File: src/core/cal_defs.vh
// constants of the converter alert logic
`ifndef CAL_DEFS_VH
`define CAL_DEFS_VH

// register offsets on the device register port
`define CAL_STATUS_ADDR 8'h09
`define CAL_FLAGS_ADDR 8'h0a
`define CAL_MASKS_ADDR 8'h0b

// event_flags bit positions
`define CAL_EV_PG_RISE 0
`define CAL_EV_OTP_EXIT 1
`define CAL_EV_OTW_EXIT 2
`define CAL_EV_UV 3
`define CAL_EV_OC_EXIT 4
`define CAL_EV_OC_ENTRY 5
`define CAL_EV_OTW_ENTRY 6
`define CAL_EV_OTP_ENTRY 7

// alert_masks bit positions
`define CAL_MSK_PG 0
`define CAL_MSK_UV 1
`define CAL_MSK_OC 2
`define CAL_MSK_OTW 3
`define CAL_MSK_OTP 4
`define CAL_MSK_USED 8'h1f

// status bit positions (live, not latched)
`define CAL_ST_CC 4
`define CAL_ST_OTW 5
`define CAL_ST_OTP 6
`define CAL_ST_PG 7

// reset values and the release code
`define CAL_FLAGS_RST 8'h00
`define CAL_MASKS_RST 8'h00
`define CAL_RELEASE_ALL 8'hff

// condition inputs watched for edges
`define CAL_NCOND 5
`define CAL_C_OTP 0
`define CAL_C_OTW 1
`define CAL_C_OC 2
`define CAL_C_UV 3
`define CAL_C_PG 4

`endif

File: src/core/cal_edge_det.v
// per-condition rising and falling edge detector
`timescale 1ns/1ns
module cal_edge_det #(
	parameter N = 5
) (
	clk_sys,
	rstn,
	level,
	rise,
	fall
);
	input wire clk_sys;
	input wire rstn;
	input wire [N-1:0] level;
	output wire [N-1:0] rise;
	output wire [N-1:0] fall;

	genvar i;
	generate
		for (i = 0; i < N; i = i + 1) begin : g_edge
			reg prev_r;
			// prev resets low, so a condition already true at release
			// reports as an entry event
			always @(posedge clk_sys) begin
				if (!rstn) begin
					prev_r <= 1'b0;
				end else begin
					prev_r <= level[i];
				end
			end
			assign rise[i] = level[i] & ~prev_r;
			assign fall[i] = ~level[i] & prev_r;
		end
	endgenerate
endmodule // cal_edge_det

File: src/core/cal_event_latch.v
// sticky event bits, set wins over clear
`timescale 1ns/1ns
module cal_event_latch #(
	parameter N = 8
) (
	clk_sys,
	rstn,
	set_evt,
	clr_bits,
	flags
);
	input wire clk_sys;
	input wire rstn;
	input wire [N-1:0] set_evt;
	input wire [N-1:0] clr_bits;
	output wire [N-1:0] flags;

	genvar i;
	generate
		for (i = 0; i < N; i = i + 1) begin : g_bit
			reg flag_r;
			always @(posedge clk_sys) begin
				if (!rstn) begin
					flag_r <= 1'b0;
				end else if (set_evt[i]) begin
					// an event in the clearing cycle is kept
					flag_r <= 1'b1;
				end else if (clr_bits[i]) begin
					flag_r <= 1'b0;
				end
			end
			assign flags[i] = flag_r;
		end
	endgenerate
endmodule // cal_event_latch

File: src/core/cal_alert.v
// alert and interrupt logic: event flags, masks, status, alert pin
`timescale 1ns/1ns
`include "cal_defs.vh"

// How it works
// thermal shutdown entry sets its event bit
// shutdown mask blocks only the alert, the event bit still records
// warning entry above the warning threshold sets its event bit
// warning mask blocks only the alert, warning bits still record
// overcurrent mask gates alert for both entry and exit events
// leaving a hiccup cycle raises no overcurrent event
// undervoltage protection entry sets event bit 3
// shutdown mask also gates the undervoltage bit's alert
// warning exit below recovery threshold sets its bit, mask gates alert only
// power good rising edge sets event bit 0
// mask bit 4 is the shutdown mask, reset 0
// mask bit 3 is the warning mask, reset 0
// mask bit 2 is the overcurrent mask, reset 0
// mask bit 1 is the undervoltage mask, reset 0
// mask bit 0 is the power good mask, reset 0
// alert is active low; writing all ones at 0x0a releases it
// status bits show present conditions, never latched
// every unmasked event asserts alert until the host clears it
// event bits stay set until the host clears them by write
module cal_alert (
	clk_sys,
	rstn,
	thermal_shutdown,
	temp_warning,
	cc_mode,
	hiccup_active,
	undervoltage,
	power_good,
	reg_addr,
	reg_wdata,
	reg_wr,
	reg_rd,
	reg_rdata,
	alert_n_pin
);
	input wire clk_sys;
	input wire rstn;
	// live condition levels from the analog side
	input wire thermal_shutdown;
	input wire temp_warning;
	input wire cc_mode;
	input wire hiccup_active;
	input wire undervoltage;
	input wire power_good;
	// register port from the serial bus front end
	input wire [7:0] reg_addr;
	input wire [7:0] reg_wdata;
	input wire reg_wr;
	input wire reg_rd;
	output reg [7:0] reg_rdata;
	output reg alert_n_pin;

	wire [`CAL_NCOND-1:0] cond;
	wire [`CAL_NCOND-1:0] rise;
	wire [`CAL_NCOND-1:0] fall;
	wire [7:0] set_evt;
	wire [7:0] clr_bits;
	wire [7:0] event_flags;
	wire [7:0] alert_en;
	wire [7:0] status;
	wire wr_flags;
	wire wr_masks;
	wire alert_any;
	wire oc_quiet;
	reg [7:0] alert_masks_r;
	reg [7:0] alert_masks_nxt;
	reg hiccup_r;
	reg [7:0] rdata_nxt;

	assign cond[`CAL_C_OTP] = thermal_shutdown;
	assign cond[`CAL_C_OTW] = temp_warning;
	assign cond[`CAL_C_OC] = cc_mode;
	assign cond[`CAL_C_UV] = undervoltage;
	assign cond[`CAL_C_PG] = power_good;

	cal_edge_det #(
		.N(`CAL_NCOND)
	) u_edge (
		.clk_sys(clk_sys),
		.rstn(rstn),
		.level(cond),
		.rise(rise),
		.fall(fall)
	);

	// the converter drops in and out of current limit while it restarts
	// from hiccup, so edges during and one cycle after it are ignored
	always @(posedge clk_sys) begin
		if (!rstn) begin
			hiccup_r <= 1'b0;
		end else begin
			hiccup_r <= hiccup_active;
		end
	end
	assign oc_quiet = hiccup_active | hiccup_r;

	assign set_evt[`CAL_EV_OTP_ENTRY] = rise[`CAL_C_OTP];
	assign set_evt[`CAL_EV_OTP_EXIT] = fall[`CAL_C_OTP];
	assign set_evt[`CAL_EV_OTW_ENTRY] = rise[`CAL_C_OTW];
	assign set_evt[`CAL_EV_OTW_EXIT] = fall[`CAL_C_OTW];
	assign set_evt[`CAL_EV_OC_ENTRY] = rise[`CAL_C_OC] & ~oc_quiet;
	assign set_evt[`CAL_EV_OC_EXIT] = fall[`CAL_C_OC] & ~oc_quiet;
	assign set_evt[`CAL_EV_UV] = rise[`CAL_C_UV];
	assign set_evt[`CAL_EV_PG_RISE] = rise[`CAL_C_PG];

	assign wr_flags = reg_wr & (reg_addr == `CAL_FLAGS_ADDR);
	assign wr_masks = reg_wr & (reg_addr == `CAL_MASKS_ADDR);

	// ones clear their bits; all ones clears everything and frees alert
	assign clr_bits = wr_flags ? reg_wdata : 8'h00;

	cal_event_latch #(
		.N(8)
	) u_flags (
		.clk_sys(clk_sys),
		.rstn(rstn),
		.set_evt(set_evt),
		.clr_bits(clr_bits),
		.flags(event_flags)
	);

	// masks are applied to the alert only, never to the flags
	always @* begin
		alert_masks_nxt = alert_masks_r;
		if (wr_masks) begin
			alert_masks_nxt = reg_wdata & `CAL_MSK_USED;
		end
	end

	always @(posedge clk_sys) begin
		if (!rstn) begin
			alert_masks_r <= `CAL_MASKS_RST;
		end else begin
			alert_masks_r <= alert_masks_nxt;
		end
	end

	// per-flag alert enables
	assign alert_en[`CAL_EV_OTP_ENTRY] = ~alert_masks_r[`CAL_MSK_OTP];
	assign alert_en[`CAL_EV_OTP_EXIT] = ~alert_masks_r[`CAL_MSK_OTP];
	assign alert_en[`CAL_EV_OTW_ENTRY] = ~alert_masks_r[`CAL_MSK_OTW];
	assign alert_en[`CAL_EV_OTW_EXIT] = ~alert_masks_r[`CAL_MSK_OTW];
	assign alert_en[`CAL_EV_OC_ENTRY] = ~alert_masks_r[`CAL_MSK_OC];
	assign alert_en[`CAL_EV_OC_EXIT] = ~alert_masks_r[`CAL_MSK_OC];
	// the undervoltage alert answers to both its own and the shutdown mask
	assign alert_en[`CAL_EV_UV] = ~alert_masks_r[`CAL_MSK_UV] &
		~alert_masks_r[`CAL_MSK_OTP];
	assign alert_en[`CAL_EV_PG_RISE] = ~alert_masks_r[`CAL_MSK_PG];

	assign alert_any = |(event_flags & alert_en);

	// registered pin: no glitches from the mask/flag combination
	always @(posedge clk_sys) begin
		if (!rstn) begin
			alert_n_pin <= 1'b1;
		end else begin
			alert_n_pin <= ~alert_any;
		end
	end

	assign status[3:0] = 4'h0;
	assign status[`CAL_ST_CC] = cc_mode;
	assign status[`CAL_ST_OTW] = temp_warning;
	assign status[`CAL_ST_OTP] = thermal_shutdown;
	assign status[`CAL_ST_PG] = power_good;

	always @* begin
		rdata_nxt = reg_rdata;
		if (reg_rd) begin
			case (reg_addr)
				`CAL_STATUS_ADDR: begin
					rdata_nxt = status;
				end
				`CAL_FLAGS_ADDR: begin
					rdata_nxt = event_flags;
				end
				`CAL_MASKS_ADDR: begin
					rdata_nxt = alert_masks_r;
				end
				default: begin
					rdata_nxt = 8'h00;
				end
			endcase
		end
	end

	always @(posedge clk_sys) begin
		if (!rstn) begin
			reg_rdata <= 8'h00;
		end else begin
			reg_rdata <= rdata_nxt;
		end
	end
endmodule // cal_alert

File: config.mk
export PLATFORM = sky130hd
export DESIGN_NAME = cal_alert
export DESIGN_NICKNAME = d
export VERILOG_FILES = /design/src/core/cal_edge_det.v /design/src/core/cal_event_latch.v /design/src/core/cal_alert.v
export VERILOG_INCLUDE_DIRS = /design/src /design/src/core
export SDC_FILE = /design/constraint.sdc
export NUM_CORES = 1
export LEC_CHECK = 0
export ABC_AREA = 1
export BUFFER_PORTS_ARGS = -buffer_cell sky130_fd_sc_hd__buf_2
export CAP_MARGIN = 15
export CORE_MARGIN = 2
export CORE_UTILIZATION = 35
export CTS_CLUSTER_DIAMETER = 50
export CTS_CLUSTER_SIZE = 16
export DETAILED_ROUTE_END_ITERATION = 10
export PLACE_DENSITY = 0.58
export SLEW_MARGIN = 40
export SYNTH_ARGS = -nofsm -noshare
export SYNTH_HDL_FRONTEND = slang
export SYNTH_SLANG_ARGS = --single-unit
File: constraint.sdc
create_clock -name clk_sys -period 2.15 [get_ports clk_sys]
set_input_delay 0.43 -clock clk_sys [delete_from_list [all_inputs] [get_ports clk_sys]]
set_output_delay 0.43 -clock clk_sys [all_outputs]
set_load 0.02 [all_outputs]
* Word-level counts from Yosys, hierarchy flattened
Cells that the tools add are included.
W data, S select, Z words.
** Cells by class
- Equal/unequal tests :: 3
- Muxes and demuxes :: 18
- Bitwise operators :: 30
- Reduce and logical (&&, ||, !) cells :: 9
** Operators with widths (count)
- $eq A8 B4 Y1 const B :: 3
- $pmux W8 S3 :: 1
- $mux W1 :: 16
- $reduce_bool A2 Y1 :: 8
- $not A1 Y1 :: 15
- $and A1 B1 Y1 :: 13
- $and A8 B8 Y8 :: 1
- $mux W8 :: 1
- $reduce_or A8 Y1 :: 1
- $or A1 B1 Y1 :: 1
** Storage, ports and cells
- Register bits :: 28
- Bits of input ports :: 26
- Output and inout port bits :: 9
- Word-level logic and storage cells :: 77

* Depth between registers and ports, before layout
Gate-level depths: netlist of the first run.
- Word-level depth :: 5
- Gate-level depth with buffers :: 8
- Gate-level depth less buffers :: 8

* Cells and area by module
From an unflattened synthesis of the first run, not the netlist that was laid out.
** Unflattened totals
- Cells, all modules :: 213
- Area, all modules :: 1481.4 sq um
** Modules (own cells, without submodules)
- cal_alert :: instances 1, cells each 129, area an instance 914.6 sq um, sequential area each 300.3 sq um
- cal_event_latch :: instances 1, cells each 49, area an instance 354.1 sq um, sequential area each 160.2 sq um
- cal_edge_det :: instances 1, cells each 35, area an instance 212.7 sq um, sequential area each 100.1 sq um

* Worst setup path before layout of the first run
OpenSTA, ideal clock, no wires.
- Kind :: input to register
- Start :: in reg_addr[2]
- End :: reg u_flags.g_bit[4].flag_r
- Setup time :: 135 ps
- Arrival time :: 1091 ps
- Data required time :: 2015 ps
- Path slack :: 923 ps
- Cell stages on the path :: 8
- Buffers on the path :: 0
- Cells stage by stage :: inv_2 -> nand2_2 -> nor2_4 -> nand2_4 -> nor2_8 -> nand2_1 -> nand2_1 -> a21oi_1
** Between the ends
- Word-level cells in the longest chain between the ends :: 4
** Ends and longest elaborated chain
- from (decl) :: line cal_alert.v:51 : input wire [7:0] reg_addr;
- $eq A8 B4 Y1
- $and A1 B1 Y1 :: line cal_alert.v:111 : assign wr_flags = reg_wr & (reg_addr == `CAL_FLAGS_ADDR);
- $mux W8 :: line cal_alert.v:115 : assign clr_bits = wr_flags ? reg_wdata : 8'h00;
- $reduce_bool A2 Y1 (no line)
- to (signal assigned) :: line cal_event_latch.v:24 : flag_r <= 1'b0;
- to (signal assigned) :: line cal_event_latch.v:27 : flag_r <= 1'b1;
- to (signal assigned) :: line cal_event_latch.v:29 : flag_r <= 1'b0;
- to (decl) :: line cal_event_latch.v:21 : reg flag_r;
No other way between the ends.
A chain may end at the register's enable or synchronous reset.

* Worst setup path after layout of the first run
- Start :: reg reg_rdata[3]
- End :: out reg_rdata[3]
** RTL lines
- from (decl) :: line cal_alert.v:55 : output reg [7:0] reg_rdata;
- from (signal assigned) :: line cal_alert.v:196 : reg_rdata <= rdata_nxt;
No word-level cell between the ends.

==> run metrics, run 1 <==
minimum clock period=1.22 ns; Reg clk slew, reported paths=0.09 ns; CP max stage delay=0.35 ns; CP cell instances=buf_2; Starting Density=35.7%; Crit path required time=1.72 ns; Post-CTS Repair Setup Buffers=0; Post-Route WL=2.62 mm; CTS tree=yes; Worst Path Arrival=0.79 ns; WL/cell=10.4 µm; post-CTS resize count=0; vias in the first global route=1040; H-tree Lvls=1; unrepaired setup endpoints after global routing=no; max-cap violations=0; Antenna Nets Post-Route=0; r2r worst-path depth=5; min-delay src=hiccup_active; DIE WIDTH=64.6 µm; CP max FO=2; placed cell area=1490 µm²; initial drt markers=38; Fin. Hold Viols=0; Inserted Clock Buffers=3; Async SR Flop Fraction=0%; drt first pass iters=5; Max Freq=0.823 GHz; FF-to-FF Start=u_flags.g_bit[3].flag_r$_SDFFE_PN0P_; sequential fraction of the synthesis area=43.6%; status=finished clean; # DRC=0; clk buf depth=2; crit path buf inv count=1; Slew Limit Fails=0; syn avg cell area=7.57 µm²; clk_lat worst skew=0.27 ns; pwr/cell area=678 nW/µm²; Net Count, Synth=196; Hold EP=hiccup_r$_SDFF_PN0_; Setup violations, final=0; Clock Tree Root=clkbuf_8; Final Cycle Share=56.5%; Final Wtd Congestion=0.767; flops & latches, synth=28; Final Skew=0.00556 ns; leakage power=0.729 nW; slowest CP cell=dfxtp_1; Slew HR=74.0%; cell area after layout=1560 µm²; Nets=230; slew of the pin with the lowest slew margin=0.390 ns; first-pass GRT wire length=4.54 mm; Post-Syn Area=1290 µm²; Layout area overhead=21.2%; largest net degree at the start of global routing=19; gr ovfl total=0; vias=1133; CP Launch Type=flip-flop; minimum hold slack=0.342 ns; post-DP HPWL=2.09 mm; synth warn=0; Vias/cell=4.51; Placed Cells=247; final setup TNS=0 ns; number of buffers added on ports=34; Core ar.=3610 µm²; RR Endpoint=alert_n_pin$_SDFF_PN1_; most common cell after layout, fill and taps aside=nand2_1; initial antenna violation count=0; GRT Total Usage=13.7%; Power, Total=1.06 mW; number of synthesized flops with an enable pin=0; ANT cells=0; hold crit path type=input pin to flip-flop; Netlist cell types=24; die height=64.6 µm; row count=22; Post-synth top flop=dfxtp_1; Finished Layout Cells=251; Hold Path Stages=3; Max VDD drop=0.484 mV; CP Class=flip-flop to output port; most frequent cells in the layout=nand2_1 (46), buf_2 (34), dfxtp_1 (28); share of layout cells above drive strength 1=28.6%; DIE AREA=4180 µm²; CTS Hold Bufs=0; endpoint class of the critical path=output port; Mapped Cells=170; delay-heaviest family, CP=flip-flops; Reg2Reg Setup Slack=1.25 ns; I/O pins=35; Clock Sinks=28
flip-flops by register name, indices dropped and copies added (netlist names):
register and cells:
alert_n_pin 1, hiccup_r 1, reg_rdata 8, alert_masks_r 5, u_edge.g_edge.prev_r 5, u_flags.g_bit.flag_r 8
worst min-delay path, delay by kind of cell:
kind,cells,cell delay (ns)
buffers and inverters,2,0.13
AND/OR/NAND/NOR,1,0.04
synth_stat cells (3+ instances only):
library cell / count / area [µm²]
nand3_1: 15 / 75.1
a21oi_1: 14 / 70.1
dfxtp_1: 28 / 561
inv_1: 22 / 82.6
nand2_1: 46 / 173
o21ai_1: 13 / 65.1
nand3_2: 3 / 30.0
inv_2: 4 / 15.0
routing by layer:
metal	GRT usage (%)	share of wire (%)	routed length (µm)
met4	2.39	0.31	8
met3	3.13	5.9	154
met5	0	0	0
met1	17.8	48	1240
met2	23.6	46	1210
report_power, final:
group	switching (mW)	internal, mW	total, mW
clock	0.158	0.249	0.407
sequential	0.0103	0.538	0.548
combinational	0.0630	0.0384	0.101
total	0.231	0.826	1.06
per-stage QoR:
stage / worst slack [ns] / util, %
2_1_floorplan: 0.923 / -
3_3_place_gp: 0.662 / 41.3
3_5_place_dp: 0.660 / 41.3
4_1_cts: 0.921 / 43.2
5_1_grt: 0.815 / 43.2
6_report: 0.935 / 43.2
worst max path at each step:
stage / from / end / cells past startpoint
3_5_place_dp: reg_addr[4] / u_flags.g_bit[7].flag_r$_SDFFE_PN0P_ / 9
3_3_place_gp: reg_addr[4] / u_flags.g_bit[2].flag_r$_SDFFE_PN0P_ / 9
4_1_cts: reg_rdata[3]$_SDFFE_PN0P_ / reg_rdata[3] / 1
6_report: reg_rdata[3]$_SDFFE_PN0P_ / reg_rdata[3] / 1
2_1_floorplan: reg_addr[2] / u_flags.g_bit[4].flag_r$_SDFFE_PN0P_ / 8
5_1_grt: reg_addr[6] / u_flags.g_bit[7].flag_r$_SDFFE_PN0P_ / 9
kinds of logic after synthesis:
group | synth area share, %
compound gates | 13.9
simple gates | 32.7
flops | 43.6
buf+inv | 9.82
area by class of cell:
type                            instances  area [µm²]
Clock buffer                            3        41.3
Multi-Input combinational cell        111         599
Fill cell                             378        2050
Tap cell                               48        60.1
Inverter                               26        97.6
Clock inverter                          1        30.0
Timing Repair Buffer                   34         170
Sequential cell                        28         561
(Power assumes the default switching activity.)
==> run 2, diff against run 1 <==
--- a/config.mk
+++ b/config.mk
@@ -14,7 +14,7 @@
 export CTS_CLUSTER_DIAMETER = 50
 export CTS_CLUSTER_SIZE = 16
 export DETAILED_ROUTE_END_ITERATION = 10
-export PLACE_DENSITY = 0.58
+export PLACE_DENSITY = 0.6
 export SLEW_MARGIN = 40
 export SYNTH_ARGS = -nofsm -noshare
 export SYNTH_HDL_FRONTEND = slang
==> constraint.sdc (replaced) <==
create_clock -name clk_sys -period 1.06 [get_ports clk_sys]
set_input_delay 0.212 -clock clk_sys [delete_from_list [all_inputs] [get_ports clk_sys]]
set_output_delay 0.212 -clock clk_sys [all_outputs]
set_load 0.02 [all_outputs]
==> run 2 against run 1 <==
  * Setup slack lost 0.86 ns
  * Worst hold slack lost 0.20 ns
  * Critical path depth is the same
  * Largest cell class unchanged
  * Largest power group unchanged
  * Critical endpoint is now reg_rdata[1]
  * Final cell count grew 2.0%
==> run metrics, run 2 (synthesized netlist as in run 1, its figures left out) <==
status=finished clean; Antenna Nets Post-Route=0 (unchanged); WL/cell=9.97 µm (-4.4%); Reg clk slew, reported paths=0.09 ns (about the same); hold crit path type=input pin to flip-flop; Multi-input gate area=599 µm² (unchanged); Max Freq=1.02 GHz; most used routing layer=met2; Nets=235 (+2.2%); Starting Density=35.7% (unchanged); clk buf depth=2 (unchanged); endpoint class of the critical path=output port; CP Launch Type=flip-flop; Pint=1.52 mW (+84%); max-cap violations=0 (unchanged); CP max FO=2 (unchanged); Final Wtd Congestion=0.728 (-5.1%); DIE WIDTH=64.6 µm (unchanged); ANT cells=0 (unchanged); Max VDD drop=0.605 mV (+25%); post-CTS resize count=0 (unchanged); Vias/cell=4.36 (-3.4%); Finished Layout Cells=256 (+2.0%); Reg2Reg Setup Slack=0.19 ns (-1.06 ns); Placed Cells=252 (+2.0%); clk_lat worst skew=0.27 ns (about the same); Post-Route WL=2.55 mm (-2.4%); I/O pins=35 (unchanged); Final Skew=0.00182 ns (-0.00374 ns); vias=1116 (-1.5%); Slew HR=85.1% (+11 points); RR Endpoint=alert_n_pin$_SDFF_PN1_; Comb power frac=11.5% (+1.9 points); FF-to-FF Start=u_flags.g_bit[3].flag_r$_SDFFE_PN0P_; leakage power=0.757 nW (+3.8%); H-tree Lvls=1 (unchanged); Hold Path Stages=3 (unchanged); met2 GRT Util=22.7% (-0.91 points); initial antenna violation count=0 (unchanged); Hold EP=hiccup_r$_SDFF_PN0_; largest net degree at the start of global routing=17 (-2); CP cell instances=buf_2; sw power=0.470 mW (+100%); post-DP HPWL=2.08 mm (-0.45%); fill count=394 (+4.2%); Core ar.=3610 µm² (unchanged); Slew Limit Fails=0 (unchanged); drt first pass iters=4 (-1); row count=22 (unchanged); slew of the pin with the lowest slew margin=0.224 ns (-0.166 ns); crit path buf inv count=1 (unchanged); GRT Total Usage=13.4% (-0.32 points); CP max stage delay=0.34 ns (about the same); pwr/cell area=1240 nW/µm² (+83%); initial drt markers=30 (-21%); first-pass GRT wire length=4.35 mm (-4.1%); CP Class=flip-flop to output port; share of layout cells above drive strength 1=30.3% (+1.7 points); Post-CTS Repair Setup Buffers=0 (unchanged); grt met3 use=3.99% (+0.87 points); unrepaired setup endpoints after global routing=no; Clock Power Share=32.6% (-5.9 points); switch share=23.6% (+1.7 points); Register Area=561 µm² (unchanged); Worst Path Arrival=0.77 ns (-0.02 ns); CTS Hold Bufs=0 (unchanged); minimum clock period=0.985 ns; cell area after layout=1610 µm² (+3.0%); slowest CP cell=dfxtp_1; Setup violations, final=0 (unchanged); sequential cell fraction of total power=55.9% (+4.0 points); Power, Total=1.99 mW (+88%); most frequent cells in the layout=nand2_1 (46), buf_2 (34), dfxtp_1 (28); Crit path required time=0.85 ns (-0.87 ns); Top Registers=reg_rdata (8), u_flags.g_bit.flag_r (8); placed cell area=1550 µm² (+4.2%); most common cell after layout, fill and taps aside=nand2_1; # DRC=0 (unchanged); number of buffers added on ports=34 (unchanged); Clock Tree Root=clkbuf_8; origin of the worst setup path=reg_rdata[1]$_SDFFE_PN0P_; vias in the first global route=994 (-4.4%); gr ovfl total=0 (unchanged); min-delay src=hiccup_active; Final Cycle Share=92.9%; Inserted Clock Buffers=3 (unchanged); Fin. Hold Viols=0 (unchanged); Layout area overhead=24.8%; M1 GR Usage=16.8% (-1.0 points); Clock Sinks=28 (unchanged); r2r worst-path depth=5 (unchanged); die height=64.6 µm (unchanged); Core Util, Final=44.5% (+1.3 points); DIE AREA=4180 µm² (unchanged); delay-heaviest family, CP=flip-flops; CTS tree=yes
## run 2: cell types whose count changed in the layout (fill, tap and decap cells not counted), sizes merged
| cell | before | now |
|---|---|---|
| clkbuf | 3 | 4 |
| bufinv | 1 | 0 |
| buf | 34 | 39 |
## run 2: through the flow
step                hold WS (ns)  TNS, ns  setup slack (ns)
floorplan                  0.305        0            0.0513
global placement           0.393    -1.99            -0.133
detailed placement         0.398    -2.16            -0.153
CTS                        0.140        0            0.0662
global route               0.159        0            0.0354
finish                     0.141        0            0.0751
## run 2: per-layer routing
layer / up-vias / routed length [µm] / part of all wire (%)
met5: - / 0 / 0
met4: 0 / 14 / 0.55
met3: 2 / 117 / 4.6
met2: 21 / 1160 / 45
met1: 478 / 1260 / 49
li1: 615 / - / -
## run 2: layout make-up
| cell class | instances | share of cell area (%) |
|---|---|---|
| Clock buffer | 4 | 3.43 |
| Timing Repair Buffer | 39 | 14.5 |
| Sequential cell | 28 | 34.9 |
| Tap cell | 48 | 3.74 |
| Inverter | 26 | 6.08 |
| Multi-Input combinational cell | 111 | 37.3 |
## run 2: power groups by stage
stage / logic [mW] / registers [mW] / clock network, mW
floorplan: 0.124 / 1.14 / 0
global placement: 0.232 / 1.14 / 0
detailed placement: 0.233 / 1.14 / 0
CTS: 0.234 / 1.11 / 0.675
global route: 0.256 / 1.12 / 0.710
finish: 0.229 / 1.11 / 0.649
## run 2: how the worst max path moves through the flow
stage,end,slack (ns),cells after the start
after floorplan,u_flags.g_bit[4].flag_r$_SDFFE_PN0P_,0.05,8
after global placement,u_flags.g_bit[2].flag_r$_SDFFE_PN0P_,-0.13,9
after detailed placement,u_flags.g_bit[2].flag_r$_SDFFE_PN0P_,-0.15,9
after CTS,reg_rdata[1],0.07,1
after global routing,reg_rdata[5],0.04,1
final,reg_rdata[1],0.08,1
==> run 3, diff against run 2 <==
--- a/config.mk
+++ b/config.mk
@@ -14,8 +14,9 @@
 export CTS_CLUSTER_DIAMETER = 50
 export CTS_CLUSTER_SIZE = 16
 export DETAILED_ROUTE_END_ITERATION = 10
-export PLACE_DENSITY = 0.6
+export PLACE_DENSITY = 0.59
 export SLEW_MARGIN = 40
 export SYNTH_ARGS = -nofsm -noshare
 export SYNTH_HDL_FRONTEND = slang
+export SYNTH_HIERARCHICAL = 1
 export SYNTH_SLANG_ARGS = --single-unit
==> run 3 against run 2 <==
  * Synthesized cell count is 23% higher
  * Clock skew is 0.0011 ns higher
  * Setup slack lost 0.013 ns
  * Highest routed layer unchanged
  * Via count rose by 11%
  * Largest power group unchanged
  * Combinational power increased by 9%
  * Worst hold slack worse by 0.015 ns
==> run metrics, run 3 <==
status=finished clean; # DRC=0 (unchanged); CP cell instances=buf_2; CTS tree=yes; Post-Route WL=2.95 mm (+16%); Slew HR=84.0% (-1.1 points); Worst Path Arrival=0.79 ns (+0.02 ns); Clock Sinks=28 (unchanged); gr ovfl total=0 (unchanged); clk buf depth=2 (unchanged); vias=1241 (+11%); unrepaired setup endpoints after global routing=no; Placed Cells=288 (+14%); initial antenna violation count=0 (unchanged); GRT Total Usage=14.5% (+1.1 points); Layout area overhead=17.7%; share of layout cells above drive strength 1=26.4% (-3.8 points); Mapped Cells=209 (+23%); CP Class=flip-flop to output port; largest net degree at the start of global routing=16 (-1); Reg clk slew, reported paths=0.09 ns (about the same); initial drt markers=54 (+80%); WL/cell=10.1 µm (+1.3%); pre-CTS WS=-0.138 ns (+0.0156 ns); Post-Syn Area=1470 µm² (+14%); CP max stage delay=0.35 ns (about the same); Final Skew=0.00293 ns (+0.00111 ns); Crit path required time=0.85 ns (about the same); DIE WIDTH=68.7 µm (+6.4%); Register Area=561 µm² (unchanged); Clock Tree Root=clkbuf_8; CP Launch Type=flip-flop; Slew Limit Fails=0 (unchanged); row count=23 (+4.5%); die height=68.7 µm (+6.4%); CP max FO=2 (unchanged); Core ar.=4030 µm² (+12%); ANT cells=0 (unchanged); I/O pins=35 (unchanged); Net Count, Synth=235 (+20%); drt first pass iters=4 (unchanged); Top Registers=reg_rdata (8), u_flags/g_bit.flag_r (8); Final Cycle Share=94.2% (+1.3 points); synth warn=6 (+6); hold crit path type=input pin to flip-flop; endpoint class of the critical path=output port; most frequent cells in the layout=inv_1 (51), nand2_1 (38), buf_2 (34); Antenna Nets Post-Route=0 (unchanged); Vias/cell=4.25 (-2.5%); Multi-input gate area=622 µm² (+3.8%); max-cap violations=0 (unchanged); first-pass GRT wire length=5.04 mm (+16%); number of buffers added on ports=34 (unchanged); Inserted Clock Buffers=3 (unchanged); minimum clock period=0.998 ns (+0.0135 ns); leakage power=0.880 nW (+16%); minimum hold slack=0.125 ns (-0.0153 ns); Final Wtd Congestion=0.813 (+12%); slowest CP cell=dfxtp_1; Finished Layout Cells=292 (+14%); Max VDD drop=0.907 mV (+50%); CTS Hold Bufs=0 (unchanged); fill count=464 (+18%); crit path buf inv count=1 (unchanged); Max Freq=1.00 GHz (-1.3%); vias in the first global route=1119 (+13%); Nets=269 (+14%); clk_lat worst skew=0.27 ns (about the same); syn avg cell area=7.02 µm² (-7.3%); Core Util, Final=42.9% (-1.7 points); H-tree Lvls=1 (unchanged); Starting Density=36.4% (+0.73 points); delay-heaviest family, CP=flip-flops; Fin. Hold Viols=0 (unchanged); Setup violations, final=0 (unchanged); most common cell after layout, fill and taps aside=inv_1; slew of the pin with the lowest slew margin=0.239 ns (+0.0157 ns); post-DP HPWL=2.39 mm (+15%); Post-CTS Repair Setup Buffers=0 (unchanged); setup ws final=0.0616 ns (-0.0135 ns); post-CTS resize count=0 (unchanged); pwr/cell area=1170 nW/µm² (-6.0%); DIE AREA=4720 µm² (+13%)
==> run 3: final cells by class <==
class | instances | share of cell area, %
Sequential cell | 28 | 32.5
Multi-Input combinational cell | 114 | 36.0
Inverter | 57 | 12.7
Timing Repair Buffer | 39 | 12.0
Tap cell | 50 | 3.62
Clock buffer | 4 | 3.19
==> run 3: per-stage QoR <==
step                power, mW  instance area, µm²  TNS, ns
CTS                      2.06                1730        0
finish                   2.01                1730        0
global placement         1.38                1670    -1.92
floorplan                1.30                1480        0
detailed placement       1.38                1670    -2.28
global route             2.15                1730        0
==> run 3: report_power, final <==
part           internal [mW]  total, mW  switching, mW
Clock                  0.333      0.658          0.325
Combinational         0.0959      0.249          0.153
Sequential              1.09       1.11         0.0176
==> run 3: worst paths after layout <==
path | depth (start not counted) | slack, ns | end | startpoint
setup / recovery | 1 | 0.06 | reg_rdata[6] | reg_rdata[6]$_SDFFE_PN0P_
hold / removal | 3 | 0.13 | u_edge/g_edge[3].prev_r$_SDFF_PN0_ | undervoltage
setup reg to reg | 5 | 0.11 | alert_n_pin$_SDFF_PN1_ | u_flags/g_bit[3].flag_r$_SDFFE_PN0P_
hold reg to reg | 2 | 0.47 | reg_rdata[4]$_SDFFE_PN0P_ | reg_rdata[4]$_SDFFE_PN0P_
==> run 3: per-layer routing <==
layer | vias to the layer above | part of all wire (%) | track usage (%)
met5 | - | 0 | 0
met2 | 31 | 43 | 23.6
met1 | 526 | 50 | 18.8
li1 | 682 | - | -
met3 | 2 | 6.1 | 4.22
met4 | 0 | 0.78 | 3.68
